File: config.mk
export PLATFORM = sky130hd
export DESIGN_NAME = tir_top
export DESIGN_NICKNAME = d
export VERILOG_FILES = /design/src/core/tir_pkg.sv /design/src/core/tir_tick.sv /design/src/core/tir_top.sv
export SDC_FILE = /design/constraint.sdc
export NUM_CORES = 1
export LEC_CHECK = 0
export CELL_PAD_IN_SITES_DETAIL_PLACEMENT = 1
export CELL_PAD_IN_SITES_GLOBAL_PLACEMENT = 1
export CORE_MARGIN = 1.5
export CORE_UTILIZATION = 50
export DETAILED_ROUTE_END_ITERATION = 6
export DONT_BUFFER_PORTS = 1
export PLACE_DENSITY = 0.91
export SYNTH_ARGS = -nofsm -noshare
export SYNTH_HDL_FRONTEND = slang
export SYNTH_SLANG_ARGS = --single-unit
File: constraint.sdc
create_clock -name clk -period 3.2 [get_ports clk]
set_input_delay 0.16 -clock clk [delete_from_list [all_inputs] [get_ports clk]]
set_output_delay 0.16 -clock clk [all_outputs]
set_load 0.05 [all_outputs]
File: src/core/tir_pkg.sv
// Function
// - Each period, load offset DAC from table
// - Each period, digitize temperature into index
// - Offset table: 176 words, one per refresh
// - Span table: 176 words, loaded into span DAC
// - Index = trunc(0.6561 * degC + 53.6)
// - Four trim DACs, 16 bits, full range
// - Setup word bit swaps bridge inputs
// - Setup field selects mirror ratio of four
// - Gain stage has 32 selectable steps
// - Drift words fixed, never refreshed from tables
// - User flash bytes never read as data
// - Index saturates between 0x00 and 0xaf
// - Offset table 0x000, span 0x200, index doubled
// - Word is low byte even, high odd
// - Entry loads setups and all DACs first
package tir_pkg;
	// Timing
	localparam int CLK_PERIOD_NS     = 10;
	localparam int TICK_US           = 1000;
	localparam int TICK_CYCLES       = TICK_US * 1000 / CLK_PERIOD_NS;
	localparam int DEFAULT_PERIOD_MS = 4;
	localparam int PER_W             = 4;
	//////////////////////////////////////////////////////////////////////////////
	// Flash map
	localparam int          FA_W        = 11;
	localparam logic [10:0] OFF_BASE    = 11'h000;
	localparam logic [10:0] SPAN_BASE   = 11'h200;
	localparam logic [10:0] FA_SETUP1   = 11'h160;
	localparam logic [10:0] FA_SETUP2   = 11'h162;
	localparam logic [10:0] FA_OFS_DRF  = 11'h166;
	localparam logic [10:0] FA_SPN_DRF  = 11'h16a;
	localparam logic [10:0] USER0_LO    = 11'h180;
	localparam logic [10:0] USER0_HI    = 11'h1ff;
	localparam logic [10:0] USER1_LO    = 11'h380;
	localparam logic [10:0] USER1_HI    = 11'h3ff;
	localparam logic [7:0]  IDX_MIN     = 8'h00;
	localparam logic [7:0]  IDX_MAX     = 8'haf;
	localparam int          TABLE_WORDS = 176;
	// Index fit in Q16: 0.6561 and 53.6 scaled by 65536
	localparam logic signed [31:0] IDX_GAIN_Q16 = 32'sh0000a7f6;
	localparam logic signed [31:0] IDX_OFS_Q16  = 32'sh0035999a;
	localparam int                 IDX_FRAC     = 16;
	//////////////////////////////////////////////////////////////////////////////
	// Fetch slots
	localparam logic [2:0] SL_SETUP1  = 3'h0;
	localparam logic [2:0] SL_SETUP2  = 3'h1;
	localparam logic [2:0] SL_OFS_DRF = 3'h2;
	localparam logic [2:0] SL_SPN_DRF = 3'h3;
	localparam logic [2:0] SL_OFFSET  = 3'h4;
	localparam logic [2:0] SL_SPAN    = 3'h5;
	//////////////////////////////////////////////////////////////////////////////
	// Setup word fields
	localparam int SWAP_BIT = 0;
	localparam int MIR_LSB  = 1;
	localparam int MIR_W    = 2;
	localparam int GAIN_LSB = 3;
	localparam int GAIN_W   = 5;
	localparam int PER_LSB  = 0;
	//////////////////////////////////////////////////////////////////////////////
	// APB map
	localparam logic [7:0] RA_CTRL   = 8'h00;
	localparam logic [7:0] RA_STATUS = 8'h04;
	localparam logic [7:0] RA_SETUP1 = 8'h08;
	localparam logic [7:0] RA_SETUP2 = 8'h0c;
	localparam logic [7:0] RA_OFFSET = 8'h10;
	localparam logic [7:0] RA_SPAN   = 8'h14;
	localparam logic [7:0] RA_OFSDRF = 8'h18;
	localparam logic [7:0] RA_SPNDRF = 8'h1c;
	localparam int         ST_IDX_LSB = 8;
	localparam logic [15:0] WORD_RST  = 16'h0000;

	typedef enum logic [4:0] {
		S_IDLE = 5'b00001,
		S_CONV = 5'b00010,
		S_REQ  = 5'b00100,
		S_WAIT = 5'b01000,
		S_RUN  = 5'b10000
	} tir_state_t;
endpackage : tir_pkg

File: src/core/tir_tick.sv
`timescale 1ns/100ps
`default_nettype none
module tir_tick #(
	parameter int MS_CYCLES = tir_pkg::TICK_CYCLES
) (
	input  wire logic                     clk,       // Clock
	input  wire logic                     rst_n,     // Async reset
	input  wire logic                     en,        // Count while high
	input  wire logic [tir_pkg::PER_W-1:0] period_ms, // Zero means default
	output logic                          tick       // Period elapsed pulse
);
	localparam int CW = $clog2(MS_CYCLES + 1);

	logic [CW-1:0]             cyc_ff;
	logic [tir_pkg::PER_W-1:0] ms_ff;
	logic [tir_pkg::PER_W-1:0] target;
	logic                      ms_end;
	logic                      tick_ff;

	assign target = (period_ms == '0) ? tir_pkg::PER_W'(tir_pkg::DEFAULT_PERIOD_MS) : period_ms;
	assign ms_end = (cyc_ff == CW'(MS_CYCLES - 1));
	assign tick   = tick_ff;

	// Restart from zero whenever disabled so each period is whole
	always_ff @(posedge clk or negedge rst_n) begin
		if (!rst_n) begin
			cyc_ff <= '0;
		end else if (!en || ms_end) begin
			cyc_ff <= '0;
		end else begin
			cyc_ff <= cyc_ff + CW'(1);
		end
	end

	always_ff @(posedge clk or negedge rst_n) begin
		if (!rst_n) begin
			ms_ff   <= '0;
			tick_ff <= 1'b0;
		end else begin
			tick_ff <= 1'b0;
			if (!en) begin
				ms_ff <= '0;
			end else if (ms_end) begin
				if (ms_ff == target - tir_pkg::PER_W'(1)) begin
					ms_ff   <= '0;
					tick_ff <= 1'b1;
				end else begin
					ms_ff <= ms_ff + tir_pkg::PER_W'(1);
				end
			end
		end
	end
endmodule : tir_tick
`default_nettype wire

File: src/core/tir_top.sv
// The APB interface to the registers and the register offsets are this design's own decisions.
`timescale 1ns/100ps
`default_nettype none
module tir_top #(
	parameter int MS_CYCLES = tir_pkg::TICK_CYCLES
) (
	input  wire logic                   clk,              // 100 MHz clock
	input  wire logic                   rst_n,            // Async reset
	input  wire logic [7:0]             paddr,            // APB address
	input  wire logic                   psel,             // APB select
	input  wire logic                   penable,          // APB enable
	input  wire logic                   pwrite,           // APB direction
	input  wire logic [31:0]            pwdata,           // APB write data
	output logic      [31:0]            prdata,           // APB read data
	output logic                        pready,           // APB ready
	output logic                        pslverr,          // APB error
	output logic      [tir_pkg::FA_W-1:0] flash_addr,     // Flash byte address
	output logic                        flash_rd,         // Flash read pulse
	input  wire logic [7:0]             flash_rdata,      // Flash byte
	input  wire logic                   flash_rvalid,     // Flash byte valid
	output logic                        adc_start,        // Start conversion
	input  wire logic                   adc_done,         // Conversion done
	input  wire logic signed [9:0]      adc_temp,         // Degrees C
	output logic      [7:0]             thermal_index,    // Saturated index
	output logic      [15:0]            offset_trim_dac,  // Offset DAC code
	output logic      [15:0]            span_trim_dac,    // Span DAC code
	output logic      [15:0]            offset_drift_dac, // Offset drift code
	output logic      [15:0]            span_drift_dac,   // Span drift code
	output logic                        input_swap,       // Swap bridge inputs
	output logic      [1:0]             mirror_ratio_sel, // Mirror ratio
	output logic      [4:0]             gain_stage        // Coarse gain step
);
	//////////////////////////////////////////////////////////////////////////////
	// Declarations
	tir_pkg::tir_state_t state_ff;
	tir_pkg::tir_state_t nxt_state;
	logic        run_ff;
	logic        run_d_ff;
	logic        full_ff;
	logic [2:0]  slot_ff;
	logic        hi_ff;
	logic [7:0]  lo_ff;
	logic [7:0]  idx_ff;
	logic        flash_rd_ff;
	logic [10:0] flash_addr_ff;
	logic        adc_start_ff;
	logic [15:0] setup1_ff;
	logic [15:0] setup2_ff;
	logic [15:0] offset_ff;
	logic [15:0] span_ff;
	logic [15:0] ofs_drf_ff;
	logic [15:0] spn_drf_ff;
	logic        swap_ff;
	logic [1:0]  mir_ff;
	logic [4:0]  gain_ff;
	logic [31:0] prdata_ff;
	logic        pready_ff;
	logic        pslverr_ff;
	logic        tick;
	logic        commit;
	logic [15:0] word;
	logic        apb_wr;
	logic        sw_wr;
	logic        mapped;
	logic [31:0] rd_mux;
	logic [7:0]  nxt_idx;

	//////////////////////////////////////////////////////////////////////////////
	// Helpers
	function automatic logic [7:0] temp_to_index(input logic signed [9:0] t);
		logic signed [31:0] acc;
		logic signed [31:0] whole;
		acc   = 32'(signed'({{22{t[9]}}, t})) * tir_pkg::IDX_GAIN_Q16 + tir_pkg::IDX_OFS_Q16;
		whole = acc >>> tir_pkg::IDX_FRAC;
		if (whole < 0) begin
			return tir_pkg::IDX_MIN;
		end else if (whole > 32'(tir_pkg::IDX_MAX)) begin
			return tir_pkg::IDX_MAX;
		end
		return whole[7:0];
	endfunction : temp_to_index

	// Even byte is low half, odd byte high half
	function automatic logic [10:0] slot_addr(input logic [2:0] s, input logic [7:0] ix, input logic hi);
		logic [10:0] base;
		base = tir_pkg::FA_SETUP1;
		unique case (s)
			tir_pkg::SL_SETUP1:  base = tir_pkg::FA_SETUP1;
			tir_pkg::SL_SETUP2:  base = tir_pkg::FA_SETUP2;
			tir_pkg::SL_OFS_DRF: base = tir_pkg::FA_OFS_DRF;
			tir_pkg::SL_SPN_DRF: base = tir_pkg::FA_SPN_DRF;
			tir_pkg::SL_OFFSET:  base = tir_pkg::OFF_BASE + {2'b00, ix, 1'b0};
			tir_pkg::SL_SPAN:    base = tir_pkg::SPAN_BASE + {2'b00, ix, 1'b0};
			default:             base = tir_pkg::FA_SETUP1;
		endcase
		return base | {10'h000, hi};
	endfunction : slot_addr

	assign nxt_idx = temp_to_index(adc_temp);
	assign word    = {flash_rdata, lo_ff};
	assign commit  = (state_ff == tir_pkg::S_WAIT) && flash_rvalid && hi_ff;

	//////////////////////////////////////////////////////////////////////////////
	// Refresh timer
	tir_tick #(
		.MS_CYCLES (MS_CYCLES)
	) u_tick (
		.clk       (clk),
		.rst_n     (rst_n),
		.en        (state_ff == tir_pkg::S_RUN),
		.period_ms (setup2_ff[tir_pkg::PER_LSB +: tir_pkg::PER_W]),
		.tick      (tick)
	);

	//////////////////////////////////////////////////////////////////////////////
	// Sequencer
	always_comb begin
		nxt_state = state_ff;
		unique case (state_ff)
			tir_pkg::S_IDLE: if (run_ff && !run_d_ff) nxt_state = tir_pkg::S_CONV;
			tir_pkg::S_CONV: if (adc_done) nxt_state = tir_pkg::S_REQ;
			tir_pkg::S_REQ:  nxt_state = tir_pkg::S_WAIT;
			tir_pkg::S_WAIT: begin
				if (flash_rvalid) begin
					nxt_state = (hi_ff && slot_ff == tir_pkg::SL_SPAN) ? tir_pkg::S_RUN : tir_pkg::S_REQ;
				end
			end
			tir_pkg::S_RUN:  if (tick) nxt_state = tir_pkg::S_CONV;
		endcase
		if (!run_ff) begin
			nxt_state = tir_pkg::S_IDLE;
		end
	end

	always_ff @(posedge clk or negedge rst_n) begin
		if (!rst_n) begin
			state_ff <= tir_pkg::S_IDLE;
		end else begin
			state_ff <= nxt_state;
		end
	end

	// Full load only on entry; periodic refresh fetches the two tables
	always_ff @(posedge clk or negedge rst_n) begin
		if (!rst_n) begin
			full_ff <= 1'b0;
			slot_ff <= tir_pkg::SL_SETUP1;
			hi_ff   <= 1'b0;
			lo_ff   <= 8'h00;
		end else begin
			if (state_ff == tir_pkg::S_IDLE) begin
				full_ff <= 1'b1;
			end else if (state_ff == tir_pkg::S_RUN) begin
				full_ff <= 1'b0;
			end
			if (state_ff == tir_pkg::S_CONV && adc_done) begin
				slot_ff <= full_ff ? tir_pkg::SL_SETUP1 : tir_pkg::SL_OFFSET;
				hi_ff   <= 1'b0;
			end else if (state_ff == tir_pkg::S_WAIT && flash_rvalid) begin
				hi_ff <= !hi_ff;
				if (!hi_ff) begin
					lo_ff <= flash_rdata;
				end else if (slot_ff != tir_pkg::SL_SPAN) begin
					slot_ff <= slot_ff + 3'h1;
				end
			end
		end
	end

	// Index sampled once per refresh, shared by both table fetches
	always_ff @(posedge clk or negedge rst_n) begin
		if (!rst_n) begin
			idx_ff       <= tir_pkg::IDX_MIN;
			adc_start_ff <= 1'b0;
		end else begin
			adc_start_ff <= (nxt_state == tir_pkg::S_CONV) && (state_ff != tir_pkg::S_CONV);
			if (state_ff == tir_pkg::S_CONV && adc_done) begin
				idx_ff <= nxt_idx;
			end
		end
	end

	always_ff @(posedge clk or negedge rst_n) begin
		if (!rst_n) begin
			flash_rd_ff   <= 1'b0;
			flash_addr_ff <= tir_pkg::OFF_BASE;
		end else begin
			flash_rd_ff <= (state_ff == tir_pkg::S_REQ) && run_ff;
			if (state_ff == tir_pkg::S_REQ) begin
				flash_addr_ff <= slot_addr(slot_ff, idx_ff, hi_ff);
			end
		end
	end

	//////////////////////////////////////////////////////////////////////////////
	// Calibration words; software may write them only while stopped
	assign apb_wr = psel && penable && pready_ff && pwrite;
	assign sw_wr  = apb_wr && !run_ff;

	always_ff @(posedge clk or negedge rst_n) begin
		if (!rst_n) begin
			setup1_ff <= tir_pkg::WORD_RST;
			setup2_ff <= tir_pkg::WORD_RST;
		end else if (commit && slot_ff == tir_pkg::SL_SETUP1) begin
			setup1_ff <= word;
		end else if (commit && slot_ff == tir_pkg::SL_SETUP2) begin
			setup2_ff <= word;
		end else if (sw_wr && paddr == tir_pkg::RA_SETUP1) begin
			setup1_ff <= pwdata[15:0];
		end else if (sw_wr && paddr == tir_pkg::RA_SETUP2) begin
			setup2_ff <= pwdata[15:0];
		end
	end

	always_ff @(posedge clk or negedge rst_n) begin
		if (!rst_n) begin
			offset_ff <= tir_pkg::WORD_RST;
			span_ff   <= tir_pkg::WORD_RST;
		end else if (commit && slot_ff == tir_pkg::SL_OFFSET) begin
			offset_ff <= word;
		end else if (commit && slot_ff == tir_pkg::SL_SPAN) begin
			span_ff <= word;
		end else if (sw_wr && paddr == tir_pkg::RA_OFFSET) begin
			offset_ff <= pwdata[15:0];
		end else if (sw_wr && paddr == tir_pkg::RA_SPAN) begin
			span_ff <= pwdata[15:0];
		end
	end

	always_ff @(posedge clk or negedge rst_n) begin
		if (!rst_n) begin
			ofs_drf_ff <= tir_pkg::WORD_RST;
			spn_drf_ff <= tir_pkg::WORD_RST;
		end else if (commit && slot_ff == tir_pkg::SL_OFS_DRF) begin
			ofs_drf_ff <= word;
		end else if (commit && slot_ff == tir_pkg::SL_SPN_DRF) begin
			spn_drf_ff <= word;
		end else if (sw_wr && paddr == tir_pkg::RA_OFSDRF) begin
			ofs_drf_ff <= pwdata[15:0];
		end else if (sw_wr && paddr == tir_pkg::RA_SPNDRF) begin
			spn_drf_ff <= pwdata[15:0];
		end
	end

	// Analog selections registered from the first setup word
	always_ff @(posedge clk or negedge rst_n) begin
		if (!rst_n) begin
			swap_ff <= 1'b0;
			mir_ff  <= 2'h0;
			gain_ff <= 5'h00;
		end else begin
			swap_ff <= setup1_ff[tir_pkg::SWAP_BIT];
			mir_ff  <= setup1_ff[tir_pkg::MIR_LSB +: tir_pkg::MIR_W];
			gain_ff <= setup1_ff[tir_pkg::GAIN_LSB +: tir_pkg::GAIN_W];
		end
	end

	//////////////////////////////////////////////////////////////////////////////
	// APB slave: ready in the second access cycle
	always_comb begin
		mapped = 1'b1;
		rd_mux = 32'h0000_0000;
		unique case (paddr)
			tir_pkg::RA_CTRL:   rd_mux = {31'h0, run_ff};
			tir_pkg::RA_STATUS: rd_mux = {16'h0000, idx_ff, 3'h0, state_ff};
			tir_pkg::RA_SETUP1: rd_mux = {16'h0000, setup1_ff};
			tir_pkg::RA_SETUP2: rd_mux = {16'h0000, setup2_ff};
			tir_pkg::RA_OFFSET: rd_mux = {16'h0000, offset_ff};
			tir_pkg::RA_SPAN:   rd_mux = {16'h0000, span_ff};
			tir_pkg::RA_OFSDRF: rd_mux = {16'h0000, ofs_drf_ff};
			tir_pkg::RA_SPNDRF: rd_mux = {16'h0000, spn_drf_ff};
			default:            mapped = 1'b0;
		endcase
	end

	always_ff @(posedge clk or negedge rst_n) begin
		if (!rst_n) begin
			pready_ff  <= 1'b0;
			pslverr_ff <= 1'b0;
			prdata_ff  <= 32'h0000_0000;
		end else begin
			pready_ff  <= psel && penable && !pready_ff;
			pslverr_ff <= psel && penable && !pready_ff && !mapped;
			if (psel && penable && !pready_ff) begin
				prdata_ff <= (pwrite || !mapped) ? 32'h0000_0000 : rd_mux;
			end
		end
	end

	always_ff @(posedge clk or negedge rst_n) begin
		if (!rst_n) begin
			run_ff   <= 1'b0;
			run_d_ff <= 1'b0;
		end else begin
			run_d_ff <= run_ff;
			if (apb_wr && paddr == tir_pkg::RA_CTRL) begin
				run_ff <= pwdata[0];
			end
		end
	end

	//////////////////////////////////////////////////////////////////////////////
	// Outputs
	assign prdata           = prdata_ff;
	assign pready           = pready_ff;
	assign pslverr          = pslverr_ff;
	assign flash_addr       = flash_addr_ff;
	assign flash_rd         = flash_rd_ff;
	assign adc_start        = adc_start_ff;
	assign thermal_index    = idx_ff;
	assign offset_trim_dac  = offset_ff;
	assign span_trim_dac    = span_ff;
	assign offset_drift_dac = ofs_drf_ff;
	assign span_drift_dac   = spn_drf_ff;
	assign input_swap       = swap_ff;
	assign mirror_ratio_sel = mir_ff;
	assign gain_stage       = gain_ff;

	//////////////////////////////////////////////////////////////////////////////
	// Checks
	a_index_sat: assert property (@(posedge clk) disable iff (!rst_n)
		idx_ff <= tir_pkg::IDX_MAX) else $error("thermal index above ceiling");

	a_index_calc: assert property (@(posedge clk) disable iff (!rst_n)
		(state_ff == tir_pkg::S_CONV && adc_done && run_ff) |=> idx_ff == $past(nxt_idx))
		else $error("thermal index not taken from conversion");

	a_no_user_read: assert property (@(posedge clk) disable iff (!rst_n)
		flash_rd_ff |-> !((flash_addr_ff >= tir_pkg::USER0_LO && flash_addr_ff <= tir_pkg::USER0_HI) ||
		(flash_addr_ff >= tir_pkg::USER1_LO && flash_addr_ff <= tir_pkg::USER1_HI)))
		else $error("user flash area read");

	a_offset_addr: assert property (@(posedge clk) disable iff (!rst_n)
		(flash_rd_ff && slot_ff == tir_pkg::SL_OFFSET) |->
		flash_addr_ff == (tir_pkg::OFF_BASE + {2'b00, idx_ff, hi_ff}))
		else $error("offset table address wrong");

	a_span_addr: assert property (@(posedge clk) disable iff (!rst_n)
		(flash_rd_ff && slot_ff == tir_pkg::SL_SPAN) |->
		flash_addr_ff == (tir_pkg::SPAN_BASE + {2'b00, idx_ff, hi_ff}))
		else $error("span table address wrong");

	a_dac_atomic: assert property (@(posedge clk) disable iff (!rst_n)
		(run_ff && !(commit && slot_ff == tir_pkg::SL_OFFSET)) |=> $stable(offset_ff))
		else $error("offset DAC changed without whole word");

	a_drift_fixed: assert property (@(posedge clk) disable iff (!rst_n)
		(commit && !full_ff) |-> (slot_ff == tir_pkg::SL_OFFSET || slot_ff == tir_pkg::SL_SPAN))
		else $error("drift word refreshed");

	a_refresh_starts: assert property (@(posedge clk) disable iff (!rst_n)
		(state_ff == tir_pkg::S_RUN && tick && run_ff) |-> ##1 adc_start_ff)
		else $error("refresh did not start conversion");

	a_entry_full: assert property (@(posedge clk) disable iff (!rst_n)
		(state_ff == tir_pkg::S_CONV && adc_done && full_ff && run_ff) |=> slot_ff == tir_pkg::SL_SETUP1)
		else $error("entry did not load setup words first");

	a_gain_follows: assert property (@(posedge clk) disable iff (!rst_n)
		1'b1 |=> gain_ff == $past(setup1_ff[tir_pkg::GAIN_LSB +: tir_pkg::GAIN_W]))
		else $error("gain step not from setup word");
endmodule : tir_top
`default_nettype wire

=== Word-level counts from Yosys, hierarchy flattened ===
Cells that the tools add are included.

* Register bits: 201
* Input port bits: 65
* Output and inout port bits: 127
* Word-level logic and storage cells: 178

* Add/subtract/negate cells: 6
* Multiply operators: 1
* Order comparisons: 2
* Equal/unequal tests: 29
* Multiplexer cells: 52
* Bitwise operators: 6
* Reduce and logical (&&, ||, !) cells: 56

{| class="wikitable"
|+ Operators with widths
! cell !! count
|-
| two-way mux 16 bit || 18
|-
| one-hot mux 16 bit (8 select lines) || 1
|-
| one-hot mux 11 bit (5 select lines) || 1
|-
| == test 8 x 5 -> 1 bit, second input constant || 4
|-
| greater-than comparator 32 x 8 -> 1 bit, second input constant || 1
|-
| two-way mux 32 bit || 1
|-
| two-way mux 5 bit || 6
|-
| adder 27 x 23 -> 28 bit, second input constant || 1
|-
| logical AND 1 bit || 26
|-
| multiplier 10 x 16 -> 26 bit, second input constant || 1
|-
| one-hot mux 5 bit (5 select lines) || 1
|-
| two-way mux 8 bit || 3
|-
| nonzero test 2 bit || 10
|-
| adder 17 x 1 -> 17 bit, second input constant || 1
|-
| == test 17 bit, second input constant || 1
|-
| two-way mux 17 bit || 1
|-
| == test 8 x 4 -> 1 bit, second input constant || 2
|-
| two-way mux 4 bit || 4
|-
| two-way mux 3 bit || 5
|-
| AND reduction 3 bit || 5
|-
| != test 2 bit, second input constant || 7
|-
| < comparator 12 x 1 -> 1 bit, second input constant || 1
|-
| adder 10 x 9 -> 11 bit, first input constant || 1
|-
| two-way mux 11 bit || 1
|-
| other kinds (25) || 49
|}

=== Logic depth before layout (Yosys ltp) ===
Gate-level depths: netlist of run 1.

* Depth after elaboration: 8
* Mapped depth: 24
* Depth with buffers taken out: 22

=== Modules after synthesis ===
From an unflattened synthesis of run 1, not the netlist that was laid out.

* Cell total of the unflattened synthesis: 1345
* Area, all modules: 13022.5 sq um

{| class="wikitable"
|+ By module, submodules not included
! module !! instances !! cells an instance !! area each (sq um) !! seq. area each (sq um)
|-
| tir_top || 1 || 1215 || 11768.8 || 4055.1
|-
| tir_tick || 1 || 130 || 1253.7 || 550.5
|}

=== Worst setup path before layout of run 1 ===
OpenSTA, ideal clock, no wires.

* Path type: in2reg
* Start: input port adc_temp[1]
* End: register idx_ff[2], in the netlist thermal_index[2]
* Library setup time: 0.126 ns
* Arrival time: 5.706 ns
* Data required time: 3.074 ns
* Setup slack: -2.632 ns
* Stages: 21
* Buffers on the path: 0
* Cells stage by stage: fa_1 inv_1 fa_1 inv_1 fa_1 fa_1 inv_1 fa_1 inv_1 ha_1 a21oi_1 o21bai_1 a22o_1 or3_1 a211oi_2 nand3_1 o31ai_1 o32a_2 nand3_1 and3_4 a221o_1

* Word-level cells in the longest chain between the ends: 6
* Elaborated cells between the ends (all ways): 8
* Classes of those cells: 1 x add/sub; 1 x mul; 2 x order compare; 4 x mux

{| class="wikitable"
|+ RTL lines
! item !! RTL line !! text
|-
| from (decl) || tir_top.sv:23 || <nowiki>input wire logic signed [9:0] adc_temp,</nowiki>
|-
| multiplier 10 x 16 -> 26 bit * || tir_top.sv:73 || <nowiki>acc = 32'(signed'({{22{t[9]}}, t})) * tir_pkg::IDX_GAIN_Q16 + tir_pkg::IDX_OFS_Q16;</nowiki>
|-
| adder 27 x 23 -> 28 bit * || tir_top.sv:73 ||
|-
| greater-than comparator 32 x 8 -> 1 bit || tir_top.sv:77 || <nowiki>end else if (whole > 32'(tir_pkg::IDX_MAX)) begin</nowiki>
|-
| two-way mux 1 bit || tir_top.sv:77 ||
|-
| two-way mux 1 bit || tir_top.sv:75 || <nowiki>if (whole < 0) begin</nowiki>
|-
| two-way mux 8 bit * || tir_top.sv:80 || <nowiki>return whole[7:0];</nowiki>
|-
| to (signal assigned) || tir_top.sv:173 || <nowiki>idx_ff <= tir_pkg::IDX_MIN;</nowiki>
|-
| to (signal assigned) || tir_top.sv:178 || <nowiki>idx_ff <= nxt_idx;</nowiki>
|-
| to (decl) || tir_top.sv:43 || <nowiki>logic [7:0] idx_ff;</nowiki>
|}

Mark *: on every way between the ends. The rest lies on a longest branch, timed or not.
A chain may end at the register's enable or synchronous reset.

=== Worst setup path in the final report of run 1 ===
* Start: input port adc_temp[3]
* End: register idx_ff[4], in the netlist thermal_index[4]

Same word-level chain as after synthesis.

==> results of run 1 <==
power by group:
group | leakage [nW] | total, W | switching [W] | internal (W)
sequential | 2.55 | 0.00239 | 0.0000541 | 0.00234
combinational | 4.92 | 0.0131 | 0.00741 | 0.00571
clock | 0.297 | 0.00231 | 0.00122 | 0.00109
total | 7.77 | 0.0178 | 0.00869 | 0.00913
cells in the mapped netlist, drive strengths merged (11+ instances only):
library cell / n
nor2: 125
o21ai: 62
a21oi: 97
buf: 20
ha: 100
xnor2: 21
mux2i: 97
nand3: 45
a222oi: 13
fa: 44
nor3: 11
nand2: 102
a22oi: 35
inv: 91
a22o: 22
xor2: 22
a211oi: 11
clkbuf: 49
dfrtp: 183
registers in the layout, indices dropped and copies added (netlist names), 8 cells and up:
| register | flops |
|---|---|
| flash_addr | 10 |
| lo_ff | 8 |
| offset_drift_dac | 16 |
| offset_trim_dac | 16 |
| prdata | 16 |
| setup1_ff | 16 |
| setup2_ff | 16 |
| span_drift_dac | 16 |
| span_trim_dac | 16 |
| thermal_index | 8 |
| u_tick.cyc_ff | 17 |
stage by stage:
| step | area [um2] | worst slack [ps] | setup TNS [ps] | cells |
|---|---|---|---|---|
| finish | 15200 | -2510 | -19520 | 1776 |
| global route | 15200 | -2600 | -20610 | 1771 |
| CTS | 14900 | -2260 | -17460 | 1754 |
| detailed placement | 13700 | -2860 | -22530 | 1683 |
| global placement | 13700 | -2490 | -19660 | 1683 |
| floorplan | 12800 | -2320 | -18150 | 1315 |
critical path, cell delays in order:
cell      delay, ps
fa_1            580
inv_2            90
fa_1            490
inv_1            60
fa_2            460
fa_1            580
inv_1            60
fa_1            380
inv_1            80
ha_2            320
a21oi_4         180
o21ai_4          90
a221o_1         380
a211oi_4        350
a211oi_4        100
buf_6           140
a221oi_4        350
and3_1          250
o32a_2          170
nand3_2         130
and3_4          250
buf_4           140
a22o_1          220
metal layers:
| layer | up-vias | global-route usage, % |
|---|---|---|
| met4 | 6 | 33.0 |
| met2 | 1236 | 69.9 |
| li1 | 4855 | - |
| met1 | 6267 | 44.6 |
| met3 | 607 | 18.8 |
| met5 | - | 0 |
path summary, 6_finish.rpt:
check	to	slack (ps)	cells past startpoint
hold reg to reg	mirror_ratio_sel[1]$_DFF_PN0_	440	0
setup reg to reg	offset_trim_dac[12]$_DFFE_PN0P_	-70	9
max in group asynchronous	span_trim_dac[6]$_DFFE_PN0P_	3500	0
hold / removal	u_tick.cyc_ff[5]$_DFF_PN0_	-610	0
min in group clk	setup1_ff[3]$_DFFE_PN0P_	10	2
setup / recovery	thermal_index[4]$_DFFE_PN0P_	-2510	23
layout make-up:
| type | instances | area [um2] |
|---|---|---|
| Antenna cell | 5 | 12.5 |
| Clock buffer | 18 | 439 |
| Clock inverter | 14 | 173 |
| Fill cell | 2648 | 9280 |
| Inverter | 91 | 342 |
| Multi-Input combinational cell | 971 | 7850 |
| Sequential cell | 184 | 4610 |
| Tap cell | 324 | 405 |
| Timing Repair Buffer | 169 | 1350 |
timing repair:
item                       CTS  global route
setup buffers               13            11
resized for setup           25            36
hold endpoints to repair   277           188
pin swaps                   32            48
setup endpoints to repair    8            25
hold buffers                26             6
logic make-up after synthesis:
logic type                 Yosys count  share of synthesized area [%]
xor gates and xnor gates            43                           3.00
adders and majority gates          144                           17.0
other                                1                         0.0298
buffers and inverters              160                           5.36
and+or+nand+nor                    355                           13.0
muxes                              106                           8.54
AOI/OAI and AO/OA                  306                           16.5
DFF                                184                           36.7
==> metrics, run 1 <==
run status=finished, violations left; failing checks=DRC, hold timing, setup timing; Ys Warns=0; commonest non-fill, non-tap cell in the layout=dfrtp_1; register bit total from synthesis=between 150 and 200; TritonCTS clock tree=done; reg-to-reg critical path startpoint=state_ff[1]$_DFF_PN0_; met2 routed WL=~27 mm; Power Total=0.0178 W; Leak=7.77 nW; crit path DAT=6040 ps; DR top layer=met5; Least-Margin Pin Slew=~1100 ps; clock latency on the worst-skew pair=around 480 ps; post-synthesis sequential area ratio=a little over a third; HP Class=in2async; final wirelength=60.4 mm; fin nets=approximately 1600; Final setup viols=10; Final WS setup=-2510 ps; number of flops mapped to enable cells by yosys=0; final count of hold timing violations=~180; RSZ-0062 raised after global routing=yes; Max clock buf depth=2; post-synth top area share=about 36%; Die Y=about 160 um; Slew headroom=a little under a quarter; hold slack=-611 ps; Setup Skew=roughly 24 ps; CP Launch Type=input pin; Top FF cell, synth=dfrtp_1; via count=about 13000; syn avg cell area=9.67 um2; Detailed Routing Iterations Pass 1=7; Final Core Density=~62%; Clk Tree Root Cell=clkbuf_16; area leader, netlist=dfrtp_1; post-route ant nets=0; clock transition at the registers of the reported paths=about 80 ps; Tcrit/Tclk final=178%; starting density of the core=approximately half; drt via density=7.30; maximum fanout along the worst path=5; DPL Wire Length=between 30 and 40 mm; worst path required time=3530 ps; Post-Syn Area=about 0.013 mm2; top post-synthesis cells by area=dfrtp_1, ha_1, mux2i_1; I/O Pins=approximately 190; layout cells sized above 1=around a fifth; FMAX=approximately 180 MHz; synthesized instance count=between 1000 and 1500; H-tree depth=4; ys async rst share=100%; fin. max-slew vios=0; area delta synth->final=20.8%; initial antenna violation count=6; grt ovf=0; die width=162 um; drt first-iter violations=about 2500; commonest non-fill, non-tap cells in the layout=dfrtp_1, buf_4, nor2_1; pwr dens=between 1000 and 1500 mW/mm2; die area=about 0.026 mm2; port buffer count=0; vias in the first global route=between 10000 and 15000; Core Region=between 0.02 and 0.025 mm2; Max Cap Violations=0; Met3 Routed Length=7.48 mm; worst vdd ir=between 0.001 and 0.0015 V; wl on met1=19.0 mm; Crit. Startpoint=adc_temp[3]; largest net degree at the start of global routing=185; RePlAce Congestion=between 0.9 and 1; FP Rows=57; clock sinks=184; routed len/inst=between 30 and 40 um; global-route wire length before repair=83.9 mm; total global-route track usage=between 40% and 50%; Final Critical Period=5710 ps; DRC=19; cts bufs inserted=17; Setup CP Type=in2reg; Netlist cell types=78; CP endpoint kind=register
Power figures use the tool's default switching activity.
==> inputs of run 2 (changes only) <==
ABC_AREA = 1   (was default)
CORE_UTILIZATION = 48   (was 50)
TNS_END_PERCENT = 50   (was default)
==> metrics, run 2 <==
Detailed Routing Iterations Pass 1=7 (unchanged); I/O Pins=192 (unchanged); Post-synth top cells=nand2_1, inv_1, o21ai_0, dfrtp_1, nor2_1 (was dfrtp_1, nor2_1, nand2_1, ha_1, mux2i_1); DRC=11 (was 19); Setup Skew=37.6 ps (was 24.4 ps); slowest stage delay, CP=600 ps (was 580 ps); drt first-iter violations=1958 (was 2489); routed len/inst=27.8 um (was 34.0 um); area leader, netlist=dfrtp_1 (unchanged); Leak=8.11 nW (was 7.77 nW); starting density of the core=48.6% (was 51.4%); Setup WS pre-CTS=-2370 ps (was -2860 ps); CP endpoint kind=register (unchanged); HP Class=in2async (unchanged); run status=finished, violations left (unchanged); FP Rows=61 (was 57); cell area after layout=0.0161 mm2 (was 0.0152 mm2); worst path required time=3590 ps (was 3530 ps); ys async rst share=100% (unchanged); H-tree depth=4 (unchanged); most common cell in the netlist=nand2_1 (was dfrtp_1); maximum fanout along the worst path=7 (was 5); Ys Warns=0 (unchanged); FMAX=188 MHz (was 175 MHz); Netlist cell types=51 (was 78); CP Launch Type=input pin (unchanged); TritonCTS clock tree=done (unchanged); CP max stage cell=fa_1 (unchanged); final count of hold timing violations=185 (was 184); failing checks=DRC, hold timing, setup timing (unchanged); grt ovf=0 (unchanged); clock sinks=184 (unchanged); vias in the first global route=15900 (was 13800); syn avg cell area=7.77 um2 (was 9.67 um2); commonest non-fill, non-tap cell in the layout=nand2_1 (was dfrtp_1); global-route wire length before repair=88.7 mm (was 83.9 mm); Final setup viols=9 (was 10); die area=0.0291 mm2 (was 0.0261 mm2); port buffer count=0 (unchanged); Setup CP Type=in2reg (unchanged); Die Y=171 um (was 162 um); Final Critical Period=5330 ps (was 5710 ps); RePlAce Congestion=0.936 (was 0.915); final wirelength=62.8 mm (was 60.4 mm); area delta synth->final=19.8% (was 20.8%); Slew headroom=33.4% (was 23.4%); post-synth top area share=34.0% (was 36.5%); Top FF cell, synth=dfrtp_1 (unchanged); total global-route track usage=40.7% (was 43.4%); register bit total from synthesis=184 (unchanged); die width=171 um (was 162 um); DPL Wire Length=37.1 mm (was 33.1 mm); worst vdd ir=0.000865 V (was 0.00111 V); synthesized instance count=1733 (was 1299); Max clock buf depth=2 (unchanged); Tcrit/Tclk final=166% (was 178%); largest net degree at the start of global routing=185 (unchanged); hold slack=-603 ps (was -611 ps); Core Region=0.0277 mm2 (was 0.0245 mm2); Post-Layout Cell Count=2263 (was 1776); max reg flops=17 (unchanged); crit path DAT=5720 ps (was 6040 ps); clock transition at the registers of the reported paths=100 ps (was 80 ps); fin nets=2079 (was 1643); R2R cell count=10 (was 9); largest register by flop count=u_tick.cyc_ff (unchanged); commonest non-fill, non-tap cells in the layout=nand2_1, inv_1, o21ai_0 (was dfrtp_1, buf_4, nor2_1); Final WS setup=-2130 ps (was -2510 ps); via count=14900 (was 13000); post-route ant nets=0 (unchanged); initial antenna violation count=5 (was 6); Clk Tree Root Cell=clkbuf_16 (unchanged); Post-Syn Area=0.0135 mm2 (was 0.0126 mm2); Least-Margin Pin Slew=999 ps (was 1150 ps); top post-synthesis cells by area=dfrtp_1, nand2_1, ha_1 (was dfrtp_1, ha_1, mux2i_1); fin. max-slew vios=0 (unchanged); number of flops mapped to enable cells by yosys=0 (unchanged); cts bufs inserted=17 (unchanged); RSZ-0062 raised after global routing=yes (unchanged); post-synthesis sequential area ratio=34.2% (was 36.7%); drt via density=6.59 (was 7.30); Max Cap Violations=0 (unchanged); CTS Hold Bufs=28 (was 26); Cells after DPL=2187 (was 1683); layout cells sized above 1=19.1% (was 18.8%); clock latency on the worst-skew pair=470 ps (was 480 ps); Post-Place Cell Area=0.0148 mm2 (was 0.0137 mm2); pwr dens=1230 mW/mm2 (was 1170 mW/mm2)
-- run 2: repair_timing --
| item | in CTS | in global routing |
|---|---|---|
| buffers inserted | 9 | 5 |
| endpoints found under the setup margin | 8 | 51 |
| resized for setup | 26 | 85 |
| pin swaps | 22 | 39 |
| hold endpoints to repair | 256 | 184 |
-- run 2: power by group --
group,internal (W),switching (W),total (W)
combinational,0.00492,0.00853,0.0135
sequential,0.00268,0.00134,0.00402
clock,0.00116,0.00123,0.00239
-- run 2: final cells by class --
cell class,count,area (um2)
fill,3325,11600
clock inverter,15,213
tap,378,473
inverter,242,911
antenna,2,5.00
clock buffer,17,425
multi-input combinational,1259,8170
sequential,184,4610
timing repair buffer,166,1340
-- run 2: worst paths after layout --
check / endpoint / startpoint / slack (ps)
max in group asynchronous: offset_trim_dac[10]$_DFFE_PN0P_ / rst_n / 3500
max: thermal_index[3]$_DFFE_PN0P_ / adc_temp[7] / -2130
max reg2reg: offset_trim_dac[14]$_DFFE_PN0P_ / state_ff[4]$_DFF_PN0_ / -60
min in group clk: span_drift_dac[9]$_DFFE_PN0P_ / pwdata[9] / -10
min: setup2_ff[1]$_DFFE_PN0P_ / rst_n / -600
min reg2reg: mirror_ratio_sel[0]$_DFF_PN0_ / setup1_ff[1]$_DFFE_PN0P_ / 430
-- run 2: cell families after synthesis --
group	synth area share, %
AOI/OAI and AO/OA	13.9
muxes	2.67
other	0.0278
and+or+nand+nor	23.6
xor gates and xnor gates	0.715
adders and majority gates	15.8
DFF	34.2
buffers and inverters	9.08
-- run 2: critical path: cells and delay by family --
kind	cells	cell delay (ps)
and+or+nand+nor	15	2240
AOI/OAI and AO/OA	1	100
buffers and inverters	8	810
adders and majority gates	5	2360
-- run 2: routing by layer --
metal	up-vias	track usage [%]	wire (um)	part of all wire (%)
met5	-	0	23	0.037
met3	543	13.0	6960	11
met2	1230	67.7	29400	47
met1	7191	42.4	20200	32
met4	4	32.8	6190	9.9
li1	5952	-	-	-
-- run 2: through the flow --
stage / util, % / setup TNS, ps / total power [W]
floorplan: - / -13410 / 0.0108
global placement: 53.2 / -16300 / 0.0141
detailed placement: 53.2 / -18630 / 0.0149
CTS: 57.1 / -13960 / 0.0178
global route: 58.2 / -17930 / 0.0208
finish: 58.3 / -16610 / 0.0199
==> inputs of run 3 (changes only) <==
SKIP_LAST_GASP = 1   (was default)
==> metrics, run 3 (synthesized netlist as in run 2, its figures left out) <==
run status=finished, violations left (unchanged); failing checks=DRC, hold timing, setup timing (unchanged); Slew headroom=30.9% (was 33.4%); largest net degree at the start of global routing=185 (unchanged); Reg area=0.00461 mm2 (unchanged); CP endpoint kind=register (unchanged); RSZ-0062 raised after global routing=yes (unchanged); cell area after layout=0.0161 mm2 (about the same); Detailed Routing Iterations Pass 1=7 (unchanged); post-route ant nets=0 (unchanged); Final WS setup=-2350 ps (was -2130 ps); Met3 Routed Length=7.49 mm (was 6.96 mm); port buffer count=0 (unchanged); kind of cell adding the most delay to the critical path=adder cells (unchanged); DRC=1 (was 11); commonest non-fill, non-tap cell in the layout=nand2_1 (unchanged); Multi-input gate area=0.00817 mm2 (about the same); largest register by flop count=u_tick.cyc_ff (unchanged); Cells after DPL=2187 (unchanged); die width=171 um (unchanged); area delta synth->final=19.9% (was 19.8%); Leak=8.11 nW (about the same); fin nets=2079 (unchanged); slowest stage delay, CP=630 ps (was 600 ps); wl on met1=20.3 mm (was 20.2 mm); hold slack=-613 ps (was -603 ps); worst vdd ir=0.000883 V (was 0.000865 V); HP Class=in2async (unchanged); crit path DAT=5950 ps (was 5720 ps); routed len/inst=28.2 um (was 27.8 um); Clk Tree Root Cell=clkbuf_16 (unchanged); Switching Fraction=56.3% (was 55.9%); reg-to-reg critical path startpoint=state_ff[4]$_DFF_PN0_ (unchanged); Post-Place Cell Area=0.0148 mm2 (unchanged); clock sinks=184 (unchanged); # fillers=3333 (was 3325); grt ovf=0 (unchanged); Tcrit/Tclk final=173% (was 166%); commonest non-fill, non-tap cells in the layout=nand2_1, inv_1, o21ai_0 (unchanged); P_int=0.00875 W (was 0.00876 W); vias in the first global route=15900 (unchanged); die area=0.0291 mm2 (unchanged); DR top layer=met5 (unchanged); Buf/Inv on CP=5 (was 8); drt via density=6.64 (was 6.59); cts bufs inserted=17 (unchanged); Post-Layout Cell Count=2266 (was 2263); clock transition at the registers of the reported paths=100 ps (about the same); drt first-iter violations=2007 (was 1958); Crit. Startpoint=adc_temp[4] (was adc_temp[7]); total global-route track usage=40.7% (unchanged); met2 routed WL=29.5 mm (was 29.4 mm); FMAX=180 MHz (was 188 MHz); via count=15100 (was 14900); global-route wire length before repair=88.7 mm (unchanged); Final Core Density=58.3% (about the same); CTS Hold Bufs=28 (unchanged); Setup CP Type=in2reg (unchanged); initial antenna violation count=11 (was 5); Power Total=0.0200 W (was 0.0199 W); worst path required time=3600 ps (was 3590 ps); CP most frequent cell=nand2_1; Least-Margin Pin Slew=1030 ps (was 999 ps); starting density of the core=48.6% (unchanged); clock latency on the worst-skew pair=470 ps (about the same); DPL Wire Length=37.1 mm (unchanged); Logic pwr share=68.0% (was 67.7%); TritonCTS clock tree=done (unchanged); I/O Pins=192 (unchanged); Final setup viols=9 (unchanged); final wirelength=63.8 mm (was 62.8 mm); Final Critical Period=5550 ps (was 5330 ps); fin. max-slew vios=0 (unchanged); Max Cap Violations=0 (unchanged); CP Launch Type=input pin (unchanged); clock power share=12.0% (about the same); Max clock buf depth=2 (unchanged); maximum fanout along the worst path=6 (was 7); setup TNS=-18460 ps (was -16610 ps); FP Rows=61 (unchanged); H-tree depth=4 (unchanged); RePlAce Congestion=0.936 (unchanged); CP max stage cell=fa_2 (was fa_1); final count of hold timing violations=185 (unchanged); pwr dens=1240 mW/mm2 (was 1230 mW/mm2); max reg flops=17 (unchanged); layout cells sized above 1=19.1% (about the same); Setup Skew=37.0 ps (was 37.6 ps); switching power total=0.0113 W (was 0.0111 W); Die Y=171 um (unchanged); sequential power share=20.0% (was 20.2%); Core Region=0.0277 mm2 (unchanged)
==> run 3: final cells by class <==
cell class                      instances  share of cell area (%)
Multi-Input combinational cell       1259                    50.6
Tap cell                              378                    2.93
Sequential cell                       184                    28.5
Inverter                              242                    5.64
Timing Repair Buffer                  166                    8.28
Antenna cell                            5                  0.0775
Clock inverter                         15                    1.32
Clock buffer                           17                    2.63
==> run 3: timing repair <==
item                       4_1_cts  5_1_grt
setup buffers                    9        5
gates cloned                     0        0
resized for setup               26       84
setup endpoints to repair        8       51
hold endpoints to repair       256      184
pin swaps                       22       39
==> run 3: per-layer routing <==
metal | vias to the layer above | GRT usage, %
met3 | 562 | 13.0
li1 | 5941 | -
met1 | 7257 | 42.4
met4 | 10 | 32.8
met5 | - | 0
met2 | 1286 | 67.7
==> run 3: worst paths after layout <==
| kind | end | slack, ps | cells after the start |
|---|---|---|---|
| worst max-delay path | thermal_index[3]$_DFFE_PN0P_ | -2350 | 27 |
| worst min-delay path | offset_trim_dac[11]$_DFFE_PN0P_ | -610 | 0 |
| worst max register to register | offset_trim_dac[9]$_DFFE_PN0P_ | -140 | 10 |
| worst min register to register | input_swap$_DFF_PN0_ | 430 | 0 |
| max in group asynchronous | span_trim_dac[5]$_DFFE_PN0P_ | 3450 | 0 |
| min in group clk | span_drift_dac[9]$_DFFE_PN0P_ | 0 | 2 |
==> run 3: worst reg2reg max path, cell delays in order, from the launching register on <==
cell and delay (ps):
dfrtp_1 410, inv_1 210, nand2_1 160, nor3_1 290, nand2_1 210, nor2_4 250, inv_1 160, nor2_2 190
buf_4 350, o21ai_0 210, o21ai_0 750
==> run 3: power by group through the flow <==
stage,Sequential (W),Combinational [W],Clock (W)
floorplan,0.00374,0.00701,0
global placement,0.00395,0.0102,0
detailed placement,0.00398,0.0109,0
CTS,0.00394,0.0115,0.00233
global route,0.00403,0.0145,0.00245
finish,0.00400,0.0136,0.00241
==> run 3: metrics by stage <==
| step | worst slack (ps) | hold slack [ps] |
|---|---|---|
| 3_3_place_gp | -2060 | -132 |
| 2_1_floorplan | -1730 | -136 |
| 5_1_grt | -2620 | -610 |
| 3_5_place_dp | -2370 | -132 |
| 4_1_cts | -1760 | -618 |
| 6_report | -2350 | -613 |
